### config.mk
export PLATFORM = sky130hd
export DESIGN_NAME = sfw_write_path
export DESIGN_NICKNAME = d
export VERILOG_FILES = /design/src/hdl/sfw_pkg.sv /design/src/hdl/sfw_fifo.sv /design/src/hdl/sfw_write_path.sv
export SDC_FILE = /design/constraint.sdc
export NUM_CORES = 1
export LEC_CHECK = 0
export BUFFER_PORTS_ARGS = -buffer_cell sky130_fd_sc_hd__buf_2
export CAP_MARGIN = 20
export CORE_AREA = 2 2 207 209
export CTS_BUF_LIST = sky130_fd_sc_hd__clkbuf_4 sky130_fd_sc_hd__clkbuf_8
export CTS_CLUSTER_SIZE = 16
export DETAILED_ROUTE_END_ITERATION = 10
export DIE_AREA = 0 0 209 211
export PLACE_DENSITY = 0.68
export SYNTH_ARGS = -nofsm -noshare
export SYNTH_HDL_FRONTEND = slang
export SYNTH_SLANG_ARGS = --single-unit
### constraint.sdc
create_clock -name ref_clk -period 9.48 [get_ports ref_clk]
set_input_delay 1.896 -clock ref_clk [delete_from_list [all_inputs] [get_ports ref_clk]]
set_output_delay 1.896 -clock ref_clk [all_outputs]
set_load 0.05 [all_outputs]
### src/hdl/sfw_pkg.sv
// Purpose: shared constants and types of the serial memory write path
// Assumes: one system clock; serial pins are sampled, not used as clocks
// Notes:   opcodes, field sizes and state codes live here only
package sfw_pkg;

   // write opcodes accepted by the command decoder
   localparam logic [7:0] OP_WRITE       = 8'h02;
   localparam logic [7:0] OP_DDR_WRITE   = 8'hDE;
   localparam logic [7:0] OP_FAST_WRITE  = 8'hDA;
   localparam logic [7:0] OP_DDR_FAST    = 8'hDD;
   localparam logic [7:0] OP_DUAL_DATA   = 8'hA2;
   localparam logic [7:0] OP_DUAL_ADDR   = 8'hA1;
   localparam logic [7:0] OP_QUAD_DATA   = 8'h32;
   localparam logic [7:0] OP_QUAD_ADDR   = 8'hD2;
   localparam logic [7:0] OP_DDR_QUAD    = 8'hD1;

   // field sizes and address space
   localparam int          ADDR_BITS     = 18;
   localparam logic [4:0]  BYTE_BITS     = 5'h08;
   localparam logic [4:0]  ADDR_FIELD    = 5'h18;
   localparam logic [4:0]  CNT_ZERO      = 5'h00;
   localparam logic [17:0] ADDR_TOP      = 18'h3_FFFF;
   localparam logic [17:0] ADDR_ZERO     = 18'h0_0000;
   localparam logic [17:0] ADDR_ONE      = 18'h0_0001;
   localparam logic [3:0]  XIP_NIBBLE    = 4'hA;

   // lane counts of one serial beat
   localparam logic [2:0]  LANES_1       = 3'h1;
   localparam logic [2:0]  LANES_2       = 3'h2;
   localparam logic [2:0]  LANES_4       = 3'h4;

   typedef enum logic [5:0] {
      ST_IDLE   = 6'b00_0001,
      ST_OPCODE = 6'b00_0010,
      ST_ADDR   = 6'b00_0100,
      ST_MODE   = 6'b00_1000,
      ST_DATA   = 6'b01_0000,
      ST_SKIP   = 6'b10_0000
   } sfw_state_t;

   // lane and rate plan of one decoded command
   typedef struct packed {
      logic       legal;
      logic       ddr;
      logic       hasMode;
      logic [2:0] addrLanes;
      logic [2:0] dataLanes;
   } sfw_cmd_t;

   // one array write as it travels through the buffer
   typedef struct packed {
      logic [17:0] addr;
      logic [7:0]  data;
   } sfw_wr_t;

   // whole state of the command engine
   typedef struct packed {
      logic        csMeta;
      logic        csSafe;
      logic        sckMeta;
      logic        sckSafe;
      logic        sckPrev;
      logic [3:0]  ioMeta;
      logic [3:0]  ioSafe;
      sfw_state_t  state;
      sfw_cmd_t    cmd;
      logic [23:0] shift;
      logic [4:0]  bitCnt;
      logic [17:0] addr;
      logic        execute_in_place;
      sfw_cmd_t    xipCmd;
      logic        outValid;
      sfw_wr_t     outWord;
      logic        overrun;
   } sfw_core_t;

endpackage

### src/hdl/sfw_fifo.sv
// Purpose: write buffer between serial decoder and array port
// Assumes: DEPTH is a power of two
// Notes:   full and empty come from pointers with one wrap bit
`timescale 1ns/100ps
module sfw_fifo #(
   parameter int WIDTH = 26,
   parameter int DEPTH = 16
) (
   input  wire logic             ref_clk,
   input  wire logic             resetn,
   input  wire logic             inValid,
   output logic                  inReady,
   input  wire logic [WIDTH-1:0] inData,
   output logic                  outValid,
   input  wire logic             outReady,
   output logic      [WIDTH-1:0] outData
);
   localparam int PW = $clog2(DEPTH);

   typedef struct packed {
      logic [PW:0] wrPtr;
      logic [PW:0] rdPtr;
   } sfw_fifo_st_t;

   sfw_fifo_st_t     st_reg;
   sfw_fifo_st_t     st_next;
   logic [WIDTH-1:0] mem [DEPTH];
   logic             push;
   logic             pop;

   initial begin
      if (DEPTH < 2 || (DEPTH & (DEPTH - 1)) != 0 || WIDTH < 1)
         $error("sfw_fifo: DEPTH must be a power of two >= 2");
   end

   // full when pointers differ only in the wrap bit
   assign inReady  = !((st_reg.wrPtr[PW] != st_reg.rdPtr[PW]) &&
                       (st_reg.wrPtr[PW-1:0] == st_reg.rdPtr[PW-1:0]));
   assign outValid = (st_reg.wrPtr != st_reg.rdPtr);
   assign outData  = mem[st_reg.rdPtr[PW-1:0]];
   assign push     = inValid && inReady;
   assign pop      = outValid && outReady;

   // pointer advance
   always_comb begin
      st_next = st_reg;
      if (push) begin
         st_next.wrPtr = st_reg.wrPtr + 1'b1;
      end
      if (pop) begin
         st_next.rdPtr = st_reg.rdPtr + 1'b1;
      end
   end

   // storage has no reset; only the pointers say what is valid
   always_ff @(posedge ref_clk) begin
      if (!resetn) begin
         st_reg <= '0;
      end else begin
         st_reg <= st_next;
      end
      if (push) begin
         mem[st_reg.wrPtr[PW-1:0]] <= inData;
      end
   end

endmodule

### src/hdl/sfw_write_path.sv
// Purpose: command decode and write path of a serial memory, oversampling the host pins
// Assumes: ref_clk at least four times the serial clock; lanes only received here
// Notes:   opcode is always single rate; double rate applies from the address on
// Notes on behaviour
// - any burst length, no page limit
// - keep 18 address bits, drop bits 23..18
// - data follows last address or mode bit
// - protected addresses count but never write
// - only whole bytes reach the array
// - 02 is basic write, single rate
// - DE double rate, quad protocol only
// - DA has mode byte, DD double-rate twin
// - A2 serial header, data on two lanes
// - A1 opcode serial, rest on two lanes
// - 32 serial header, data on four lanes
// - D2 opcode serial, rest four lanes; D1 double
// - basic write uses protocol lane count
// - address steps up after each byte
// - counter wraps from top to zero
// - basic write needs write enable latch
// - basic write leaves latch set
// - double rate samples both clock edges
// - double rate write gated, latch kept
// - double rate counter wraps to zero
// - mode nibble A enters continuous mode
// - any other mode byte leaves it
// - two lanes: bit 7 on lane 1 first
// - four lanes: upper nibble first, bit 7 lane 3
`timescale 1ns/100ps
module sfw_write_path #(
   parameter int FIFO_DEPTH = 16
) (
   input  wire logic        ref_clk,
   input  wire logic        resetn,
   input  wire logic        csN,
   input  wire logic        sck,
   input  wire logic [3:0]  ioIn,
   input  wire logic        dualLaneProtocol,
   input  wire logic        quadLaneProtocol,
   input  wire logic        writeEnableLatch,
   input  wire logic        protEn,
   input  wire logic [17:0] protLo,
   input  wire logic [17:0] protHi,
   input  wire logic        memWrReady,
   output logic             memWrValid,
   output logic      [17:0] memWrAddr,
   output logic      [7:0]  memWrData,
   output logic             xipActive,
   output logic             overrun,
   output logic             busy
);
   localparam int WORD_W = $bits(sfw_pkg::sfw_wr_t);

   initial begin
      if (FIFO_DEPTH < 2)
         $error("sfw_write_path: FIFO_DEPTH too small");
   end

   sfw_pkg::sfw_core_t r_reg;
   sfw_pkg::sfw_core_t r_next;

   logic              csActive;
   logic              sckRise;
   logic              sckFall;
   logic              sample;
   logic [2:0]        protW;
   logic [2:0]        beatW;
   logic [4:0]        cntNext;
   logic [23:0]       shiftNew;
   logic              pushReq;
   logic              fifoInReady;
   logic              fifoOutValid;
   logic              popReady;
   sfw_pkg::sfw_wr_t  pushWord;
   sfw_pkg::sfw_wr_t  fifoOutWord;
   sfw_pkg::sfw_cmd_t dec;

   // protected window test, used by the write gate and its check
   function automatic logic isProt(input logic [17:0] a, input logic en,
                                   input logic [17:0] lo, input logic [17:0] hi);
      isProt = en && (a >= lo) && (a <= hi);
   endfunction

   // next burst address; rolls over at the top of the array
   function automatic logic [17:0] addrStep(input logic [17:0] a);
      addrStep = (a == sfw_pkg::ADDR_TOP) ? sfw_pkg::ADDR_ZERO : a + sfw_pkg::ADDR_ONE;
   endfunction

   // shift a beat in msb first; lane 0, 1 or 3 carries the highest bit for one, two or four lanes
   function automatic logic [23:0] shiftIn(input logic [23:0] s, input logic [3:0] io,
                                           input logic [2:0] w);
      logic [23:0] v;
      v = s;
      unique case (w)
         sfw_pkg::LANES_4: v = {s[19:0], io[3:0]};
         sfw_pkg::LANES_2: v = {s[21:0], io[1:0]};
         default:          v = {s[22:0], io[0]};
      endcase
      shiftIn = v;
   endfunction

   // opcode to lane plan; illegal combinations of opcode and protocol are refused
   function automatic sfw_pkg::sfw_cmd_t decode(input logic [7:0] op, input logic dual,
                                                input logic quad, input logic [2:0] pw);
      sfw_pkg::sfw_cmd_t c;
      logic              single;
      single = !dual && !quad;
      c = '{legal: 1'b0, ddr: 1'b0, hasMode: 1'b0, addrLanes: pw, dataLanes: pw};
      unique case (op)
         sfw_pkg::OP_WRITE:      c.legal = 1'b1;
         sfw_pkg::OP_FAST_WRITE: begin
            c.legal   = 1'b1;
            c.hasMode = 1'b1;
         end
         sfw_pkg::OP_DDR_WRITE:  begin
            c.legal = quad;
            c.ddr   = 1'b1;
         end
         sfw_pkg::OP_DDR_FAST:   begin
            c.legal   = quad;
            c.ddr     = 1'b1;
            c.hasMode = 1'b1;
         end
         sfw_pkg::OP_DUAL_DATA:  begin
            c = '{legal: single, ddr: 1'b0, hasMode: 1'b1,
                  addrLanes: sfw_pkg::LANES_1, dataLanes: sfw_pkg::LANES_2};
         end
         sfw_pkg::OP_DUAL_ADDR:  begin
            c = '{legal: single, ddr: 1'b0, hasMode: 1'b1,
                  addrLanes: sfw_pkg::LANES_2, dataLanes: sfw_pkg::LANES_2};
         end
         sfw_pkg::OP_QUAD_DATA:  begin
            c = '{legal: single, ddr: 1'b0, hasMode: 1'b1,
                  addrLanes: sfw_pkg::LANES_1, dataLanes: sfw_pkg::LANES_4};
         end
         sfw_pkg::OP_QUAD_ADDR:  begin
            c = '{legal: single, ddr: 1'b0, hasMode: 1'b1,
                  addrLanes: sfw_pkg::LANES_4, dataLanes: sfw_pkg::LANES_4};
         end
         sfw_pkg::OP_DDR_QUAD:   begin
            c = '{legal: single, ddr: 1'b1, hasMode: 1'b1,
                  addrLanes: sfw_pkg::LANES_4, dataLanes: sfw_pkg::LANES_4};
         end
         default:                c.legal = 1'b0;
      endcase
      decode = c;
   endfunction

   // pin view after the synchronisers; the first stage feeds only the second
   assign csActive = !r_reg.csSafe;
   assign sckRise  = r_reg.sckSafe && !r_reg.sckPrev;
   assign sckFall  = !r_reg.sckSafe && r_reg.sckPrev;
   assign protW    = quadLaneProtocol ? sfw_pkg::LANES_4 :
                     dualLaneProtocol ? sfw_pkg::LANES_2 : sfw_pkg::LANES_1;
   assign beatW    = (r_reg.state == sfw_pkg::ST_OPCODE) ? protW :
                     (r_reg.state == sfw_pkg::ST_DATA)   ? r_reg.cmd.dataLanes : r_reg.cmd.addrLanes;

   // double rate takes the falling edge too, but never for the opcode; the fall that
   // closes the last opcode beat lands with an empty count and must not shift a bit in
   assign sample   = csActive && (sckRise || (sckFall && r_reg.cmd.ddr &&
                     (r_reg.bitCnt != sfw_pkg::CNT_ZERO) &&
                     (r_reg.state inside {sfw_pkg::ST_ADDR, sfw_pkg::ST_MODE, sfw_pkg::ST_DATA})));
   assign cntNext  = r_reg.bitCnt + {2'b00, beatW};
   assign shiftNew = shiftIn(r_reg.shift, r_reg.ioSafe, beatW);
   assign dec      = decode(shiftNew[7:0], dualLaneProtocol, quadLaneProtocol, protW);

   // a byte is pushed only once its eighth bit is in and its address is open
   assign pushReq  = (r_reg.state == sfw_pkg::ST_DATA) && sample && (cntNext == sfw_pkg::BYTE_BITS) &&
                     !isProt(r_reg.addr, protEn, protLo, protHi);
   assign pushWord = '{addr: r_reg.addr, data: shiftNew[7:0]};
   assign popReady = !r_reg.outValid || memWrReady;

   // the serial host cannot be stalled, so a full buffer drops the byte and flags it
   sfw_fifo #(
      .WIDTH (WORD_W),
      .DEPTH (FIFO_DEPTH)
   ) u_fifo (
      .ref_clk  (ref_clk),
      .resetn   (resetn),
      .inValid  (pushReq),
      .inReady  (fifoInReady),
      .inData   (pushWord),
      .outValid (fifoOutValid),
      .outReady (popReady),
      .outData  (fifoOutWord)
   );

   // next-state logic of the whole engine
   always_comb begin
      r_next         = r_reg;
      r_next.csMeta  = csN;
      r_next.csSafe  = r_reg.csMeta;
      r_next.sckMeta = sck;
      r_next.sckSafe = r_reg.sckMeta;
      r_next.sckPrev = r_reg.sckSafe;
      r_next.ioMeta  = ioIn;
      r_next.ioSafe  = r_reg.ioMeta;

      // array side output stage
      if (popReady) begin
         r_next.outValid = fifoOutValid;
         r_next.outWord  = fifoOutWord;
      end
      if (pushReq && !fifoInReady) begin
         r_next.overrun = 1'b1;
      end

      if (!csActive) begin
         // select high aborts; a partial byte is simply forgotten
         r_next.state  = sfw_pkg::ST_IDLE;
         r_next.bitCnt = sfw_pkg::CNT_ZERO;
         r_next.cmd    = '0;
      end else begin
         unique case (r_reg.state)
            sfw_pkg::ST_IDLE: begin
               r_next.bitCnt = sfw_pkg::CNT_ZERO;
               if (r_reg.execute_in_place) begin
                  // continuous mode: the frame opens with the address
                  r_next.cmd   = r_reg.xipCmd;
                  r_next.state = writeEnableLatch ? sfw_pkg::ST_ADDR : sfw_pkg::ST_SKIP;
               end else begin
                  r_next.state = sfw_pkg::ST_OPCODE;
               end
            end
            sfw_pkg::ST_OPCODE: begin
               if (sample) begin
                  r_next.shift  = shiftNew;
                  r_next.bitCnt = cntNext;
                  if (cntNext == sfw_pkg::BYTE_BITS) begin
                     r_next.bitCnt = sfw_pkg::CNT_ZERO;
                     r_next.cmd    = dec;
                     // the latch is only read here, never cleared by this block
                     if (dec.legal && writeEnableLatch) begin
                        r_next.state = sfw_pkg::ST_ADDR;
                     end else begin
                        r_next.state = sfw_pkg::ST_SKIP;
                     end
                  end
               end
            end
            sfw_pkg::ST_ADDR: begin
               if (sample) begin
                  r_next.shift  = shiftNew;
                  r_next.bitCnt = cntNext;
                  if (cntNext == sfw_pkg::ADDR_FIELD) begin
                     r_next.bitCnt = sfw_pkg::CNT_ZERO;
                     r_next.addr   = shiftNew[sfw_pkg::ADDR_BITS-1:0];
                     r_next.state  = r_reg.cmd.hasMode ? sfw_pkg::ST_MODE : sfw_pkg::ST_DATA;
                  end
               end
            end
            sfw_pkg::ST_MODE: begin
               if (sample) begin
                  r_next.shift  = shiftNew;
                  r_next.bitCnt = cntNext;
                  if (cntNext == sfw_pkg::BYTE_BITS) begin
                     r_next.bitCnt = sfw_pkg::CNT_ZERO;
                     r_next.execute_in_place    = (shiftNew[7:4] == sfw_pkg::XIP_NIBBLE);
                     r_next.xipCmd = r_reg.cmd;
                     r_next.state  = sfw_pkg::ST_DATA;
                  end
               end
            end
            sfw_pkg::ST_DATA: begin
               if (sample) begin
                  r_next.shift  = shiftNew;
                  r_next.bitCnt = cntNext;
                  if (cntNext == sfw_pkg::BYTE_BITS) begin
                     // no page boundary: the burst runs as long as select stays low
                     r_next.bitCnt = sfw_pkg::CNT_ZERO;
                     r_next.addr   = addrStep(r_reg.addr);
                  end
               end
            end
            sfw_pkg::ST_SKIP: r_next.state = sfw_pkg::ST_SKIP;
            default:          r_next.state = sfw_pkg::ST_IDLE;
         endcase
      end
   end

   // single register stage for the whole engine
   always_ff @(posedge ref_clk) begin
      if (!resetn) begin
         r_reg         <= '0;
         r_reg.csMeta  <= 1'b1;
         r_reg.csSafe  <= 1'b1;
         r_reg.state   <= sfw_pkg::ST_IDLE;
      end else begin
         r_reg <= r_next;
      end
   end

   // outputs come straight from the state register
   assign memWrValid = r_reg.outValid;
   assign memWrAddr  = r_reg.outWord.addr;
   assign memWrData  = r_reg.outWord.data;
   assign xipActive  = r_reg.execute_in_place;
   assign overrun    = r_reg.overrun;
   assign busy       = (r_reg.state != sfw_pkg::ST_IDLE);

   a_cs_abort: assert property (@(posedge ref_clk) disable iff (!resetn)
      !csActive |=> r_reg.state == sfw_pkg::ST_IDLE && r_reg.bitCnt == sfw_pkg::CNT_ZERO)
      else $error("select high did not abort the frame");

   a_push_whole: assert property (@(posedge ref_clk) disable iff (!resetn)
      pushReq |-> r_reg.state == sfw_pkg::ST_DATA && cntNext == sfw_pkg::BYTE_BITS && csActive)
      else $error("byte pushed before eight bits");

   a_prot_block: assert property (@(posedge ref_clk) disable iff (!resetn)
      pushReq |-> !isProt(pushWord.addr, protEn, protLo, protHi))
      else $error("write into protected block");

   a_addr_step: assert property (@(posedge ref_clk) disable iff (!resetn)
      (r_reg.state == sfw_pkg::ST_DATA && sample && cntNext == sfw_pkg::BYTE_BITS
       && r_reg.addr != sfw_pkg::ADDR_TOP) |=> r_reg.addr == $past(r_reg.addr) + sfw_pkg::ADDR_ONE)
      else $error("address did not step after a byte");

   a_addr_wrap: assert property (@(posedge ref_clk) disable iff (!resetn)
      (r_reg.state == sfw_pkg::ST_DATA && sample && cntNext == sfw_pkg::BYTE_BITS
       && r_reg.addr == sfw_pkg::ADDR_TOP) |=> r_reg.addr == sfw_pkg::ADDR_ZERO)
      else $error("address did not wrap to zero");

   a_wel_gate: assert property (@(posedge ref_clk) disable iff (!resetn)
      (r_reg.state == sfw_pkg::ST_OPCODE && sample && cntNext == sfw_pkg::BYTE_BITS
       && !writeEnableLatch && csActive) |=> r_reg.state == sfw_pkg::ST_SKIP)
      else $error("write accepted with latch clear");

   a_ddr_quad: assert property (@(posedge ref_clk) disable iff (!resetn)
      (r_reg.state == sfw_pkg::ST_OPCODE && sample && cntNext == sfw_pkg::BYTE_BITS
       && shiftNew[7:0] == sfw_pkg::OP_DDR_WRITE && !quadLaneProtocol && csActive)
      |=> r_reg.state == sfw_pkg::ST_SKIP)
      else $error("double rate write outside quad protocol");

   a_xip_enter: assert property (@(posedge ref_clk) disable iff (!resetn)
      (r_reg.state == sfw_pkg::ST_MODE && sample && cntNext == sfw_pkg::BYTE_BITS && csActive
       && shiftNew[7:4] == sfw_pkg::XIP_NIBBLE) |=> r_reg.execute_in_place)
      else $error("continuous mode not entered");

   a_xip_exit: assert property (@(posedge ref_clk) disable iff (!resetn)
      (r_reg.state == sfw_pkg::ST_MODE && sample && cntNext == sfw_pkg::BYTE_BITS && csActive
       && shiftNew[7:4] != sfw_pkg::XIP_NIBBLE) |=> !r_reg.execute_in_place && r_reg.state == sfw_pkg::ST_DATA)
      else $error("continuous mode not left");

   a_no_opcode_xip: assert property (@(posedge ref_clk) disable iff (!resetn)
      (r_reg.state == sfw_pkg::ST_IDLE && csActive && r_reg.execute_in_place)
      |=> r_reg.state inside {sfw_pkg::ST_ADDR, sfw_pkg::ST_SKIP, sfw_pkg::ST_IDLE})
      else $error("continuous frame expected an opcode");

endmodule

==> results of run 1 <==
layout make-up:
type,instances,area share (%)
clock buffer,119,5.869
clock inverter,41,1.136
inverter,65,0.9635
multi-input combinational,809,29.15
sequential,530,58.08
tap,539,2.650
timing repair buffer,99,2.153
path summary, 6_finish.rpt:
path | startpoint | endpoint | slack [ns] | cells past startpoint
hold / removal | r_next[111] | r_reg[111] | 0.42 | 1
setup / recovery | quadLaneProtocol | u_fifo.mem[7][23] | 2.79 | 17
setup reg to reg | r_reg[95] | u_fifo.mem[7][23] | 2.92 | 14
hold reg to reg | r_next[111] | r_reg[111] | 0.42 | 1
metal layers:
| metal | vias up | global-route usage (%) | wire, um |
|---|---|---|---|
| met5 | - | 0 | 0 |
| met3 | 94 | 3.895 | 3780 |
| met1 | 6669 | 34.94 | 22360 |
| met4 | 0 | 8.744 | 1346 |
| met2 | 544 | 36.02 | 23530 |
| li1 | 6020 | - | - |
power by group through the flow:
stage	sequential [uW]	combinational (uW)	clock (uW)
after global routing	2510	218	2140
after detailed placement	2550	204	0
final	2500	202	2000
after floorplan	2540	173	0
after global placement	2550	203	0
after CTS	2500	205	2050
metrics by stage:
stage / hold slack (ns) / util [%] / area, um2 / power, uW
2_1_floorplan: 0.3863 / - / 22850 / 2713
3_3_place_gp: 0.3950 / 56.68 / 23670 / 2756
3_5_place_dp: 0.4106 / 56.68 / 23670 / 2757
4_1_cts: 0.4292 / 60.95 / 25450 / 4755
5_1_grt: 0.4385 / 60.95 / 25450 / 4868
6_report: 0.4229 / 60.95 / 25450 / 4709
placed cells by master, fill, tap and decap left out, types with 4 or more instances in the layout:
cell type	n
nand4_1	13
clkbuf_8	96
o211ai_1	4
a31oi_1	12
buf_4	21
o21a_1	4
and3_1	8
inv_1	60
nor2_4	12
nand2b_1	15
nor3_2	6
nor3_1	18
edfxtp_1	416
xor2_1	9
mux2i_1	19
nor2_1	95
clkinvlp_4	4
a22o_1	6
a211oi_1	18
buf_2	78
nor4_1	18
o21ai_1	4
or3_1	5
nand3_1	15
nor2b_1	8
ha_1	45
o21ai_0	38
dfxtp_1	111
a21o_1	12
xnor2_1	10
clkinv_2	12
a221oi_1	8
o32ai_1	5
and2_1	19
a21oi_1	76
clkinv_1	21
mux4_2	130
clkbuf_4	23
nand2_1	99
cell families (layout without fill, tap and decap cells):
logic type	after synthesis	after routing	synth area share, %
flops	530	530	64.66
xor+xnor	19	19	0.7283
fa+ha+maj	46	46	2.552
simple gates	365	365	8.098
buf+inv	167	324	3.428
mux	149	149	13.65
compound gates	230	230	6.894
==> flow_metrics.env, run 1 <==
export IMPL_status="completed"
export IMPL_antenna_found_initial=0
export IMPL_cts_tree="yes"
export IMPL_p_sw_uw=1024
export IMPL_final_cells=2202
export IMPL_dieArea_mm2=0.04410
export IMPL_largest_register_ffs=416
export IMPL_grt_max_degree=83
export IMPL_yosysMostFrequentCell="edfxtp_1"
export IMPL_regArea_mm2=0.01478
export IMPL_min_period_over_period_pct=70.61
export IMPL_synth_async_reset_ratio_pct=0
export IMPL_cts_path_max_buffers=3
export IMPL_grt_pass1_wl_um=77640
export IMPL_period_minus_slack_ns=6.694
export IMPL_vdd_drop_max_uv=98.76
export IMPL_vias=13327
export IMPL_insertion_delay_ns=0.66
export IMPL_relSlewSlack_pct=22.52
export IMPL_worstMarginPinSlew_ns=1.154
export IMPL_path_delay_family="simple AND/OR/NAND/NOR gates"
export IMPL_pin_count=79
export IMPL_required_ns=9.74
export IMPL_core_mm2=0.04176
export IMPL_seqPwrFrac_pct=53.2
export IMPL_worst_slack_ns=2.786
export IMPL_first_pass_iters=5
export IMPL_grt_overflow_total=0
export IMPL_synth_edf_count=416
export IMPL_synth_cell_types=90
export IMPL_drc=0
export IMPL_path_clk_slew_ns=0.06
export IMPL_path_common_cell="a211o_1"
export IMPL_yosysTopAreaCell="edfxtp_1"
export IMPL_powerDensity_mw_per_mm2=185.0
export IMPL_dp_hpwl_um=32570
export IMPL_dp_cells=2042
export IMPL_cts_made_buffers=86
export IMPL_post_cts_resized=0
export IMPL_setup_violations_final=0
export IMPL_final_nets=1686
export IMPL_rsz0062_at_grt="no"
export IMPL_ant_nets=0
export IMPL_hp_class="register to register"
export IMPL_critPathLaunchType="input pin"
export IMPL_nFillCells=3088
export IMPL_ctsHoldBuffers=0
export IMPL_synth_common_cells="416 x edfxtp_1, 130 x mux4_2, 114 x dfxtp_1, 108 x nor2_1, 99 x nand2_1"
export IMPL_internal_power_uw=3685
export IMPL_synth_area_leaders="edfxtp_1 55%, mux4_2 13%, dfxtp_1 10%, ha_1 2.5%, nor2_1 1.8%"
export IMPL_endpoint_kind="register"
export IMPL_pre_cts_slack_ns=2.158
export IMPL_multiInputGateArea_mm2=0.007420
export IMPL_synth_top_area_share_pct=54.67
export IMPL_p_sw_share_pct=21.74
export IMPL_maxSlewViolCount=0
export IMPL_syn_inst=1506
export IMPL_syn_nets=1601
export IMPL_max_freq_mhz=149.4
export IMPL_cts_sinks=530
export IMPL_ys_ff_latch=530
export IMPL_crit_type="input pin to register"
export IMPL_synth_area_mm2=0.02285
export IMPL_wl_per_cell_um=23.17
export IMPL_path_buf_inv=3
export IMPL_ys_seq_area_share_pct=64.66
export IMPL_grt_usage_pct=23.69
export IMPL_pwr_share_clk_pct=42.5
export IMPL_htree_levels=3
export IMPL_synth_main_ff_cell="edfxtp_1"
export IMPL_start_util_pct=54.72
export IMPL_final_setup_tns_ns=0
export IMPL_io_buffers=78
export IMPL_layout_drive_gt1_share_pct=25.68
export IMPL_grt_pass1_vias=13114
export IMPL_ys_warn_count=0
export IMPL_fin_skew_ns=0.03966
export IMPL_finalHoldViolCount=0
export IMPL_rows=75
export IMPL_p_leak_uw=0.008123
export IMPL_cp_arrival_ns=6.96
export IMPL_drtIter0Drc=1512
export IMPL_worstPathCellList="buf_2 -> nor4b_1 -> mux2i_1 -> and3_1 -> clkinv_1 -> ha_1 -> inv_1 -> fa_1 -> nor2b_1 -> o21ai_0 -> xor2_1 -> nand4_1 -> a211o_1 -> a211o_1 -> a21oi_4 -> nand2_1 -> nor2_4"
export IMPL_cts_setup_buffers=0
export IMPL_drt_total_wl_um=51010
export IMPL_num_antenna_cells=0
export IMPL_cap_violations=0
export IMPL_critPathSlowestCell="nor2_4"
export IMPL_vias_per_cell=6.052
export IMPL_place_gp_congestion=0.8824
export IMPL_synth_avg_cell_area_um2=15.17
export IMPL_die_width_um=209
export IMPL_die_h_um=211
export IMPL_cp_slowest_stage_delay_ns=0.79
export IMPL_syn_to_final_growth_pct=11.39
export IMPL_cp_max_fo=26
export IMPL_clockRootBuffer="clkbuf_8"
export IMPL_pwr_share_comb_pct=4.3
Power figures use the tool's default switching activity.
==> run 2: changes to the inputs <==
- clock period: 9.48 -> 6.89 ns (I/O delays scaled with it)
==> flow_metrics.env, run 2 (synthesis results as in run 1) <==
export IMPL_status="completed"
export IMPL_grt_usage_pct=24.23
export IMPL_grt_pass1_vias=13362
export IMPL_drt_total_wl_um=51440
export IMPL_nFillCells=3079
export IMPL_pwr_share_comb_pct=4.3
export IMPL_dp_hpwl_um=32810
export IMPL_path_clk_slew_ns=0.06
export IMPL_finalHoldViolCount=0
export IMPL_layout_commonest_cell="edfxtp_1"
export IMPL_vdd_drop_max_uv=170.2
export IMPL_multiInputGateArea_mm2=0.007408
export IMPL_die_width_um=209
export IMPL_post_cts_resized=0
export IMPL_antenna_found_initial=0
export IMPL_internal_power_uw=5050
export IMPL_place_gp_congestion=0.9295
export IMPL_fin_skew_ns=0.02598
export IMPL_drc=0
export IMPL_pin_count=79
export IMPL_cts_sinks=530
export IMPL_die_h_um=211
export IMPL_final_nets=1699
export IMPL_io_buffers=78
export IMPL_hp_class="register to register"
export IMPL_drtIter0Drc=1183
export IMPL_grt_pass1_wl_um=79880
export IMPL_p_sw_uw=1362
export IMPL_hold_ws_ns=0.4152
export IMPL_relSlewSlack_pct=26.85
export IMPL_num_antenna_cells=0
export IMPL_dieArea_mm2=0.04410
export IMPL_insertion_delay_ns=0.63
export IMPL_maxSlewViolCount=0
export IMPL_endpoint_kind="register"
export IMPL_cp_arrival_ns=5.80
export IMPL_mostFrequentLayoutCells="416 x edfxtp_1, 130 x mux4_2, 111 x dfxtp_1"
export IMPL_grt_max_degree=82
export IMPL_layout_drive_gt1_share_pct=26.71
export IMPL_grt_overflow_total=0
export IMPL_vias=13347
export IMPL_start_util_pct=54.72
export IMPL_first_pass_iters=5
export IMPL_pwr_share_clk_pct=42.0
export IMPL_final_setup_tns_ns=0
export IMPL_rows=75
export IMPL_regArea_mm2=0.01478
export IMPL_cts_tree="yes"
export IMPL_clockRootBuffer="clkbuf_8"
export IMPL_seqPwrFrac_pct=53.7
export IMPL_ant_nets=0
export IMPL_syn_to_final_growth_pct=11.83
export IMPL_rsz0062_at_grt="no"
export IMPL_p_sw_share_pct=21.24
export IMPL_powerDensity_mw_per_mm2=250.9
export IMPL_max_freq_mhz=180.1
export IMPL_cts_made_buffers=83
export IMPL_p_leak_uw=0.008211
export IMPL_setup_violations_final=0
export IMPL_cp_max_fo=26
export IMPL_largest_register_ffs=416
export IMPL_required_ns=7.14
export IMPL_period_minus_slack_ns=5.554
export IMPL_wl_per_cell_um=23.29
export IMPL_crit_type="register to register"
export IMPL_core_mm2=0.04176
export IMPL_worstMarginPinSlew_ns=1.096
export IMPL_power_total_uw=6413
export IMPL_min_period_over_period_pct=80.61
export IMPL_critPathLaunchType="register"
export IMPL_htree_levels=3
export IMPL_cap_violations=0
export IMPL_cts_setup_buffers=0
export IMPL_vias_per_cell=6.042
export IMPL_ctsHoldBuffers=0
export IMPL_cts_path_max_buffers=3
run 2: changes by cell type in the layout (fill, tap and decap cells not counted), sizes merged:
cell      before  now
buf           99  115
clkinv        34   23
clkinvlp       4    1
bufinv         3    2
inv           65   64
clkbuf       119  126
run 2: metal layers:
layer / vias to the layer above / global-route usage [%] / share of wire (%)
met3: 77 / 4.267 / 7.0
li1: 6020 / - / -
met2: 522 / 37.68 / 47
met4: 0 / 7.365 / 2.0
met1: 6728 / 35.46 / 44
met5: - / 0 / 0
run 2: cell type report:
type                       count  share of cell area [%]
tap                          539                   2.639
clock buffer                 126                   6.027
inverter                      65                  0.9597
sequential                   530                   57.85
timing repair buffer         115                   2.820
clock inverter                25                  0.7148
multi-input combinational    809                   28.99
run 2: worst max-delay path, cell delays in order (launching register included):
cell     delay [ns]
dfxtp_1        0.72
or4b_4         0.57
nor3_1         0.16
a31o_2         0.34
inv_2          0.19
ha_1           0.35
nor2b_1        0.14
o21ai_0        0.19
xor2_1         0.17
buf_4          0.17
nand4_1        0.26
a211o_1        0.31
a211o_1        0.27
a21oi_4        0.29
nand2_1        0.33
nor2_4         0.70
run 2: stage by stage:
stage	cell area [um2]	cells	util, %	setup slack [ns]
2_1_floorplan	22850	1506	-	0.2395
3_3_place_gp	23800	2056	57.00	0.8179
3_5_place_dp	23820	2057	57.03	0.7226
4_1_cts	25540	2208	61.16	1.319
5_1_grt	25550	2209	61.20	0.8864
6_report	25550	2209	61.20	1.336
run 2: worst paths after layout:
path	from	endpoint	slack, ns	depth (start not counted)
setup / recovery	r_reg[95]	u_fifo.mem[15][7]	1.34	15
hold / removal	r_next[111]	r_reg[111]	0.42	1
setup reg to reg	r_reg[95]	u_fifo.mem[15][7]	1.34	15
hold reg to reg	r_next[111]	r_reg[111]	0.42	1
run 2: power by group through the flow:
| stage | sequential (uW) | combinational (uW) | clock (uW) |
|---|---|---|---|
| floorplan | 3490 | 238 | 0 |
| global placement | 3510 | 278 | 0 |
| detailed placement | 3510 | 280 | 0 |
| CTS | 3450 | 281 | 2750 |
| global route | 3450 | 299 | 2890 |
| finish | 3440 | 275 | 2690 |
